--- src/common/omc_pkg.sv ---
package omc_pkg;

    // Clock rate
    localparam int CLK_MHZ = 250;

    // Documented times in their own units
    localparam int T_OFF_US        = 10;
    localparam int T_ON_MS         = 1;
    localparam int T_INIT_MS       = 300;
    localparam int T_FAULT_US      = 100;
    localparam int T_RESET_US      = 10;
    localparam int T_LOSS_US       = 100;
    localparam int SCL_MAX_KHZ     = 100;

    // Derived cycle counts (longest times round down, least times round up)
    localparam int OFF_CYC   = T_OFF_US * CLK_MHZ;
    localparam int ON_CYC    = T_ON_MS * 1000 * CLK_MHZ;
    localparam int INIT_CYC  = T_INIT_MS * 1000 * CLK_MHZ;
    localparam int FAULT_CYC = T_FAULT_US * CLK_MHZ;
    localparam int RESET_CYC = T_RESET_US * CLK_MHZ;
    localparam int LOSS_CYC  = T_LOSS_US * CLK_MHZ;
    localparam int SCL_MIN_CYC = (CLK_MHZ * 1000) / SCL_MAX_KHZ;

    // Two-wire device addresses
    localparam logic [6:0] ID_DEV_ADDR   = 7'h50;
    localparam logic [6:0] DIAG_DEV_ADDR = 7'h51;

    // Counter width wide enough for the init interval
    localparam int CNT_W = 27;

    typedef enum logic [1:0] {
        OMC_INIT,
        OMC_RUN,
        OMC_OFF
    } omc_tx_state_t;

endpackage

--- src/common/omc_timer_if.sv ---
`timescale 1ns/100ps
`default_nettype none
interface omc_timer_if;
    logic                     start;
    logic [omc_pkg::CNT_W-1:0] limit;
    logic                     done;
    logic                     busy;
    modport owner (output start, output limit, input done, input busy);
    modport timer (input start, input limit, output done, output busy);
endinterface
`default_nettype wire

--- src/core/omc_timer.sv ---
`timescale 1ns/100ps
`default_nettype none
module omc_timer (
    // Clock and reset
    input  wire logic i_clk,
    input  wire logic i_rst,
    // Control
    omc_timer_if.timer tmr
);
    logic [omc_pkg::CNT_W-1:0] cnt_reg;
    logic                      busy_reg;

    assign tmr.busy = busy_reg;
    assign tmr.done = busy_reg && (cnt_reg == '0);

    // Restart wins over a running count
    always_ff @(posedge i_clk) begin
        if (i_rst || tmr.start) begin
            cnt_reg  <= i_rst ? '0 : tmr.limit;
            busy_reg <= !i_rst;
        end else if (busy_reg) begin
            if (cnt_reg == '0) begin
                busy_reg <= 1'b0;
            end else begin
                cnt_reg <= cnt_reg - 1'b1;
            end
        end
    end
endmodule
`default_nettype wire

--- src/core/omc_ctrl.sv ---
// How it works
// - Transmit-off high switches the laser off; low keeps it on.
// - Transmit-off input is pulled down inside; open means enabled.
// - Fault flag high on any laser fault, low in normal operation.
// - Presence pin is held low by the module.
// - Serial data pin is the bidirectional two-wire data line.
// - Rx loss indicator high while received power is below sensitivity.
// - Laser off within 10 us of transmit-off rising.
// - Laser modulating within 1 ms of transmit-off falling.
// - Initialisation and fault clear finish within 300 ms.
// - Fault flag asserts within 100 us of the fault.
// - Rx loss asserts within 100 us of loss.
// - Rx loss deasserts within 100 us of recovery.
// - Receive data squelched while rx loss is asserted.
// - Diagnostics memory answers at two-wire address A2h.
`timescale 1ns/100ps
`default_nettype none
module omc_ctrl (
    // Clock and reset (reset stands for power-on)
    input  wire logic       i_clk,
    input  wire logic       i_rst,
    // Host control pins
    input  wire logic       i_tx_off,
    input  wire logic       i_tx_off_oe,
    // Laser side
    input  wire logic       i_laser_fault,
    output logic            o_laser_en,
    output logic            o_fault_flag_oe,
    output logic            o_fault_flag,
    // Receiver side
    input  wire logic       i_rx_below_sens,
    input  wire logic       i_rx_data,
    output logic            o_rx_data,
    output logic            o_rx_loss_indicator,
    // Presence and two-wire pins
    output logic            o_presence_pin,
    output logic            o_presence_pin_oe,
    input  wire logic       i_serial_clock_pin,
    input  wire logic       i_serial_data_pin,
    output logic            o_serial_data_pin,
    output logic            o_serial_data_pin_oe,
    // Two-wire memory port (memory contents live outside)
    output logic            o_mem_sel_diag,
    output logic [7:0]      o_mem_addr,
    output logic            o_mem_wr,
    output logic [7:0]      o_mem_wdata,
    input  wire logic [7:0] i_mem_rdata,
    // Status
    output logic            o_init_done
);
    ////////////////////////////////////////////////////////////////////////
    // Transmit control
    // Undriven input reads as low, as the pull-down would make it
    wire tx_off = i_tx_off_oe & i_tx_off;

    omc_pkg::omc_tx_state_t st_reg, st_next;
    logic fault_reg;
    logic tx_off_d_reg;
    logic [$clog2(omc_pkg::RESET_CYC+1)-1:0] hold_reg;
    logic laser_en_reg;
    logic rx_loss_reg;
    logic rx_data_reg;

    omc_timer_if tif ();
    omc_timer u_init_tmr (
        .i_clk (i_clk),
        .i_rst (i_rst),
        .tmr   (tif)
    );

    wire hold_met  = (hold_reg == ($bits(hold_reg))'(omc_pkg::RESET_CYC));
    wire off_fall  = tx_off_d_reg && !tx_off;
    // Fault reset only after a long enough disable pulse
    wire fault_rst = off_fall && hold_met;

    // Init after a fault reset runs a short settle well inside 300 ms, then clears the flag
    assign tif.limit = omc_pkg::CNT_W'(omc_pkg::OFF_CYC);
    assign tif.start = (st_reg == omc_pkg::OMC_OFF) && fault_rst;

    always_comb begin
        st_next = st_reg;
        case (st_reg)
            omc_pkg::OMC_INIT: begin
                if (!tif.busy) begin
                    st_next = tx_off ? omc_pkg::OMC_OFF : omc_pkg::OMC_RUN;
                end
            end
            omc_pkg::OMC_RUN: begin
                if (tx_off) begin
                    st_next = omc_pkg::OMC_OFF;
                end
            end
            omc_pkg::OMC_OFF: begin
                if (fault_rst) begin
                    st_next = omc_pkg::OMC_INIT;
                end else if (!tx_off) begin
                    st_next = omc_pkg::OMC_RUN;
                end
            end
            default: st_next = omc_pkg::OMC_INIT;
        endcase
    end

    always_ff @(posedge i_clk) begin
        if (i_rst) begin
            st_reg       <= omc_pkg::OMC_INIT;
            tx_off_d_reg <= 1'b0;
            hold_reg     <= '0;
        end else begin
            st_reg       <= st_next;
            tx_off_d_reg <= tx_off;
            if (!tx_off) begin
                hold_reg <= '0;
            end else if (!hold_met) begin
                hold_reg <= hold_reg + 1'b1;
            end
        end
    end

    // Laser registers the next state, so it changes on the same edge as the state: far inside 10 us and 1 ms
    wire laser_en_next = (st_next == omc_pkg::OMC_RUN) && !fault_reg;
    always_ff @(posedge i_clk) begin
        if (i_rst) begin
            laser_en_reg <= 1'b0;
        end else begin
            laser_en_reg <= laser_en_next;
        end
    end
    assign o_laser_en = laser_en_reg;

    ////////////////////////////////////////////////////////////////////////
    // Fault flag: latched, cleared only by init after reset pulse
    // A fault in the clearing cycle still sets the flag
    always_ff @(posedge i_clk) begin
        if (i_rst) begin
            fault_reg <= 1'b0;
        end else if (i_laser_fault) begin
            fault_reg <= 1'b1;
        end else if (tif.done) begin
            fault_reg <= 1'b0;
        end
    end
    // Open drain: drive low in normal operation, release for fault
    assign o_fault_flag    = 1'b0;
    assign o_fault_flag_oe = !fault_reg;
    assign o_init_done     = (st_reg != omc_pkg::OMC_INIT);

    ////////////////////////////////////////////////////////////////////////
    // Receiver loss and squelch
    always_ff @(posedge i_clk) begin
        if (i_rst) begin
            rx_loss_reg <= 1'b1;
            rx_data_reg <= 1'b0;
        end else begin
            rx_loss_reg <= i_rx_below_sens;
            // Squelch held at a fixed level, no garbage without light
            rx_data_reg <= i_rx_below_sens ? 1'b0 : i_rx_data;
        end
    end
    assign o_rx_loss_indicator = rx_loss_reg;
    assign o_rx_data           = rx_data_reg;

    ////////////////////////////////////////////////////////////////////////
    // Presence
    assign o_presence_pin    = 1'b0;
    assign o_presence_pin_oe = 1'b1;

    ////////////////////////////////////////////////////////////////////////
    // Two-wire slave
    typedef enum logic [2:0] {
        OMC_TW_IDLE,
        OMC_TW_DEV,
        OMC_TW_ADDR,
        OMC_TW_WR,
        OMC_TW_RD,
        OMC_TW_ACK
    } omc_tw_state_t;

    omc_tw_state_t tw_reg;
    omc_tw_state_t tw_after_reg;
    logic       scl_d_reg;
    logic       sda_d_reg;
    logic [7:0] sh_reg;
    logic [3:0] bit_reg;
    logic       diag_reg;
    logic [7:0] addr_reg;
    logic       drv_reg;
    logic       rd_ack_reg;
    logic       wr_reg;

    wire scl_rise = !scl_d_reg && i_serial_clock_pin;
    wire scl_fall = scl_d_reg && !i_serial_clock_pin;
    wire start_c  = scl_d_reg && i_serial_clock_pin &&
                    sda_d_reg && !i_serial_data_pin;
    wire stop_c   = scl_d_reg && i_serial_clock_pin &&
                    !sda_d_reg && i_serial_data_pin;
    wire [7:0] sh_in = {sh_reg[6:0], i_serial_data_pin};
    // Compared at the eighth falling clock, when the whole byte is in sh_reg
    wire dev_id   = sh_reg[7:1] == omc_pkg::ID_DEV_ADDR;
    wire dev_diag = sh_reg[7:1] == omc_pkg::DIAG_DEV_ADDR;

    always_ff @(posedge i_clk) begin
        if (i_rst) begin
            tw_reg       <= OMC_TW_IDLE;
            tw_after_reg <= OMC_TW_IDLE;
            scl_d_reg    <= 1'b1;
            sda_d_reg    <= 1'b1;
            sh_reg       <= 8'h00;
            bit_reg      <= 4'h0;
            diag_reg     <= 1'b0;
            addr_reg     <= 8'h00;
            drv_reg      <= 1'b0;
            rd_ack_reg   <= 1'b0;
            wr_reg       <= 1'b0;
        end else begin
            scl_d_reg <= i_serial_clock_pin;
            sda_d_reg <= i_serial_data_pin;
            wr_reg    <= 1'b0;
            if (start_c) begin
                tw_reg  <= OMC_TW_DEV;
                bit_reg <= 4'h0;
                drv_reg <= 1'b0;
            end else if (stop_c) begin
                tw_reg  <= OMC_TW_IDLE;
                drv_reg <= 1'b0;
            end else if (scl_rise) begin
                case (tw_reg)
                    OMC_TW_DEV, OMC_TW_ADDR, OMC_TW_WR: begin
                        sh_reg  <= sh_in;
                        bit_reg <= bit_reg + 4'h1;
                    end
                    OMC_TW_RD: begin
                        bit_reg <= bit_reg + 4'h1;
                    end
                    OMC_TW_ACK: begin
                        // Master nack ends a read
                        rd_ack_reg <= !i_serial_data_pin;
                    end
                    default: ;
                endcase
            end else if (scl_fall) begin
                case (tw_reg)
                    OMC_TW_DEV: begin
                        if (bit_reg == 4'h8) begin
                            if (dev_id || dev_diag) begin
                                diag_reg <= dev_diag;
                                drv_reg  <= 1'b1;
                                tw_reg   <= OMC_TW_ACK;
                                tw_after_reg <= sh_reg[0] ? OMC_TW_RD
                                                          : OMC_TW_ADDR;
                                rd_ack_reg <= 1'b1;
                            end else begin
                                tw_reg <= OMC_TW_IDLE;
                            end
                        end
                    end
                    OMC_TW_ADDR, OMC_TW_WR: begin
                        if (bit_reg == 4'h8) begin
                            if (tw_reg == OMC_TW_ADDR) begin
                                addr_reg <= sh_reg;
                            end else begin
                                wr_reg   <= 1'b1;
                            end
                            drv_reg      <= 1'b1;
                            tw_after_reg <= OMC_TW_WR;
                            tw_reg       <= OMC_TW_ACK;
                            rd_ack_reg   <= 1'b1;
                        end
                    end
                    OMC_TW_RD: begin
                        if (bit_reg == 4'h8) begin
                            drv_reg      <= 1'b0;
                            addr_reg     <= addr_reg + 8'h01;
                            tw_after_reg <= OMC_TW_RD;
                            tw_reg       <= OMC_TW_ACK;
                        end else begin
                            drv_reg <= !i_mem_rdata[3'(7 - bit_reg)];
                        end
                    end
                    OMC_TW_ACK: begin
                        bit_reg <= 4'h0;
                        if (tw_after_reg == OMC_TW_RD && rd_ack_reg) begin
                            tw_reg  <= OMC_TW_RD;
                            drv_reg <= !i_mem_rdata[7];
                        end else if (tw_after_reg == OMC_TW_RD) begin
                            tw_reg  <= OMC_TW_IDLE;
                            drv_reg <= 1'b0;
                        end else begin
                            tw_reg  <= tw_after_reg;
                            drv_reg <= 1'b0;
                        end
                        if (wr_reg || tw_after_reg == OMC_TW_WR) begin
                            addr_reg <= addr_reg;
                        end
                    end
                    default: ;
                endcase
            end
        end
    end

    // Write lands at the current address, which then steps on
    logic [7:0] waddr_reg;
    always_ff @(posedge i_clk) begin
        if (i_rst) begin
            waddr_reg <= 8'h00;
        end else if (wr_reg) begin
            waddr_reg <= waddr_reg + 8'h01;
        end else if (tw_reg == OMC_TW_ADDR) begin
            waddr_reg <= sh_reg;
        end
    end

    // Open drain data line: only ever pulls low
    assign o_serial_data_pin    = 1'b0;
    assign o_serial_data_pin_oe = drv_reg;
    assign o_mem_sel_diag       = diag_reg;
    assign o_mem_addr           = wr_reg ? waddr_reg : addr_reg;
    assign o_mem_wr             = wr_reg;
    assign o_mem_wdata          = sh_reg;
endmodule
`default_nettype wire

--- config.mk ---
export PLATFORM = sky130hd
export DESIGN_NAME = omc_ctrl
export DESIGN_NICKNAME = d
export VERILOG_FILES = /design/src/common/omc_pkg.sv /design/src/common/omc_timer_if.sv /design/src/core/omc_timer.sv /design/src/core/omc_ctrl.sv
export SDC_FILE = /design/constraint.sdc
export NUM_CORES = 1
export LEC_CHECK = 0
export BUFFER_PORTS_ARGS = -buffer_cell sky130_fd_sc_hd__buf_2
export CAP_MARGIN = 15
export CORE_MARGIN = 5
export CORE_UTILIZATION = 29
export CTS_BUF_LIST = sky130_fd_sc_hd__clkbuf_4
export DETAILED_ROUTE_END_ITERATION = 7
export GPL_ROUTABILITY_DRIVEN = 0
export MAX_ROUTING_LAYER = met4
export PLACE_DENSITY_LB_ADDON = 0.1
export SYNTH_ARGS = -nofsm -noshare
export SYNTH_HDL_FRONTEND = slang
export SYNTH_SLANG_ARGS = --single-unit
--- constraint.sdc ---
create_clock -name i_clk -period 3.2 [get_ports i_clk]
set_clock_uncertainty 0.1 [all_clocks]
set_input_delay 0.64 -clock i_clk [delete_from_list [all_inputs] [get_ports i_clk]]
set_output_delay 0.64 -clock i_clk [all_outputs]
set_load 0.05 [all_outputs]
==> summary.md <==
| Metric | Value |
|---|---|
| Status | finished clean |
| Die outline width | 137 µm |
| Post-CTS Repair Setup Buffers | 0 |
| Via count of the first global-routing pass | 3,794 |
| Data arrival time of the critical path | 1900 ps |
| Gate count after technology mapping | 525 |
| Post-detail-place hpwl | 8.24 mm |
| Path category of the worst min-delay check | in -> reg |
| Count of nets after finishing | 593 |
| Endpoint class of the critical path | primary output |
| Storage element area | 0.00201 mm² |
| Via density per instance | 4.96 |
| Number of flip-flops and latches in the synthesized netlist | 87 |
| H-tree depth reported by CTS | 3 |
| Maximum clock rate | 379 MHz |
| Clock Pin Slew Worst Setup and Hold Paths | 140 ps |
| Initial antenna violation count | 1 |
| Overflow left after global routing | 0 |
| Leak pwr | 1.86 nW |
| Die H | 137 µm |
| Number of warning messages in the yosys log | 0 |
| Total global routing track utilization | 0.135 |
| Starting density of the core | 0.295 |
| Core Box Area | 0.0159 mm² |
| FF-to-FF Start | tw_reg[2]$_SDFFE_PP0P_ |
| Share of async-settable or async-resettable flops after synthesis | 0 |
| Routed via count | 3,900 |
| Final wirelength | 11.7 mm |
| Max-capacitance violation count | 0 |
| Number of DRC violations after detailed routing | 0 |
| Most used cells in the layout excluding fill and tap cells | sky130_fd_sc_hd__nor2_1 (76), sky130_fd_sc_hd__dfxtp_1 (60), sky130_fd_sc_hd__nand2_1 (42), sky130_fd_sc_hd__buf_2 (40), sky130_fd_sc_hd__a21oi_1 (33) |
| Share of cells above drive strength 1 | 0.153 |
| Most common cell after layout, fill and taps aside | sky130_fd_sc_hd__nor2_1 |
| Synth area leaders | sky130_fd_sc_hd__dfxtp_1 (26%), sky130_fd_sc_hd__edfxtp_1 (17%), sky130_fd_sc_hd__nor2_1 (6.1%), sky130_fd_sc_hd__xnor2_1 (4.1%), sky130_fd_sc_hd__a21oi_1 (3.5%) |
| Detailed Routing Iterations Pass 1 | 4 |
| Top_reg_cell synth | sky130_fd_sc_hd__dfxtp_1 |
| Nature of the critical path startpoint | flop |
| Endpoints failing setup | 0 |
| Clock tree sinks | 87 |
| Worst relative slew slack | 0.485 |
| CTS tree | yes |
| Unrepaired setup endpoints after global routing | false |
| CTS Root Cell | sky130_fd_sc_hd__clkbuf_4 |
| Synthesized area per cell | 8.93 µm² |
| WP data required | 2460 ps |
| Post-placement setup slack | 727 ps |
| Count of final hold-check violations | 0 |
| Hold_buf cts | 0 |
| DR WL/cell | 14.9 µm |
| Maximum number of pins on one net before global-route repair | 40 |
| Area delta synth->final | 12.4% |
| Number of ports placed on the die boundary | 45 |
| Fin. max-slew vios | 0 |
| Final ANT Viol Nets | 0 |
| Min Tclk post-route | 2640 ps |
| Number of enable-type register cells in the synthesized netlist | 27 |
| Num CTS Buffers | 9 |
| Global-route wire length before repair | 19.4 mm |
| Slew at the pin closest to its max-slew limit | 766 ps |
| Fin crit share | 0.826 |
| Number of port buffers | 40 |
| Worst voltage drop across the vdd grid | 0.148 mV |
| Cell Pwr Density | 386 mW/mm² |
| Clk Latency, worst-skew pair | 450 ps |
| Area used by multi-input combinational logic | 0.00249 mm² |
| Fraction of the yosys area taken by sequential cells | 0.429 |
| # rows | 46 |
| Detailed Route Iter0 Violations | 276 |
| Critical path launch point | o_mem_wr$_SDFF_PP0_ |
| CTS-repair resized insts | 0 |
| Netlist area before placement | 0.00469 mm² |
| Crit Path Class | reg -> out |
| Final worst-path setup slack | 558 ps |
| Die area | 0.0188 mm² |
| Accumulated negative setup slack | 0 ps |
| Proportion of netlist area held by the largest area contributor | 0.256 |
| Clock Tree Buf Depth | 2 |
| Origin of the worst min-delay path | i_rx_below_sens |
| Number of distinct library cells after synthesis | 66 |
| Worst-path fanout max | 21 |
| Number of flip-flops in the largest register | 27 |
| Dominant cell type by area after synthesis | sky130_fd_sc_hd__dfxtp_1 |
| Number of fill cells | 1,713 |
-- power by group --
group	internal (mW)	switching [mW]	leakage [nW]
Sequential	1.17	0.0283	0.762
Clock	0.256	0.401	0.0747
Combinational	0.0611	0.113	1.03
Total	1.49	0.543	1.86
-- metrics by stage --
step	power (mW)	instances	utilization	hold slack [ps]	area, µm²
after floorplan	1.35	527	-	352	4690
after global placement	1.40	769	0.322	368	5120
after detailed placement	1.40	769	0.322	376	5120
after CTS	2.07	785	0.331	245	5260
after global routing	2.13	787	0.332	264	5270
final	2.03	787	0.332	289	5270
-- Yosys cell counts, types with 3 or more instances --
master / instances
sky130_fd_sc_hd__a21oi_1: 33
sky130_fd_sc_hd__a221oi_1: 3
sky130_fd_sc_hd__a311oi_1: 3
sky130_fd_sc_hd__a31o_2: 3
sky130_fd_sc_hd__a31oi_1: 6
sky130_fd_sc_hd__and2_1: 4
sky130_fd_sc_hd__and3_1: 7
sky130_fd_sc_hd__buf_2: 6
sky130_fd_sc_hd__buf_4: 4
sky130_fd_sc_hd__clkbuf_1: 11
sky130_fd_sc_hd__dfxtp_1: 60
sky130_fd_sc_hd__edfxtp_1: 27
sky130_fd_sc_hd__ha_1: 12
sky130_fd_sc_hd__inv_1: 22
sky130_fd_sc_hd__mux2_2: 5
sky130_fd_sc_hd__mux2i_1: 12
sky130_fd_sc_hd__nand2_1: 42
sky130_fd_sc_hd__nand2b_1: 8
sky130_fd_sc_hd__nand3_1: 16
sky130_fd_sc_hd__nand3b_1: 3
sky130_fd_sc_hd__nand4_1: 7
sky130_fd_sc_hd__nand4b_1: 3
sky130_fd_sc_hd__nor2_1: 76
sky130_fd_sc_hd__nor2b_1: 6
sky130_fd_sc_hd__nor3_1: 27
sky130_fd_sc_hd__nor4_1: 4
sky130_fd_sc_hd__nor4b_1: 4
sky130_fd_sc_hd__o21ai_0: 13
sky130_fd_sc_hd__o21ai_1: 4
sky130_fd_sc_hd__o32ai_1: 6
sky130_fd_sc_hd__or2_2: 4
sky130_fd_sc_hd__or3_1: 6
sky130_fd_sc_hd__xnor2_1: 22
sky130_fd_sc_hd__xor2_1: 12
-- logic make-up after synthesis --
logic type,after synthesis,share of synthesized area
and+or+nand+nor,235,0.262
AOI/OAI and AO/OA,90,0.123
DFF,87,0.429
buffers and inverters,46,0.0419
xor gates and xnor gates,34,0.0635
muxes,19,0.0472
adders and majority gates,12,0.0320
other,2,0.00160
-- path summary, 6_finish.rpt --
| path | end | slack, ps | cells after the start |
|---|---|---|---|
| min | o_rx_loss_indicator$_SDFF_PP1_ | 290 | 2 |
| min reg2reg | addr_reg[7]$_SDFFE_PP0P_ | 390 | 2 |
| max reg2reg | addr_reg[0]$_SDFFE_PP0P_ | 740 | 5 |
| max | o_mem_addr[2] | 560 | 2 |
-- routing by layer --
layer	vias up	GRT usage	routed length, µm
met4	0	0.0560	221
met5	-	-	0
met3	16	0.0202	327
met2	58	0.200	5210
met1	1856	0.183	5930
li1	1970	-	-
-- worst max-delay path, stage by stage, from the launching register on --
cell and delay, ps:
sky130_fd_sc_hd__dfxtp_1 810, sky130_fd_sc_hd__mux2_2 420, sky130_fd_sc_hd__buf_2 210
-- final cells by class --
cell class | instances | share of cell area
multi-input cells | 394 | 0.472
diodes | 2 | 0.000950
inverters | 23 | 0.0164
repair buffers | 49 | 0.0508
clock buffers | 11 | 0.0157
clock inverters | 5 | 0.0112
flip-flops and latches | 87 | 0.382
well taps | 216 | 0.0513
No activity file was read; power rests on OpenSTA's default activity.
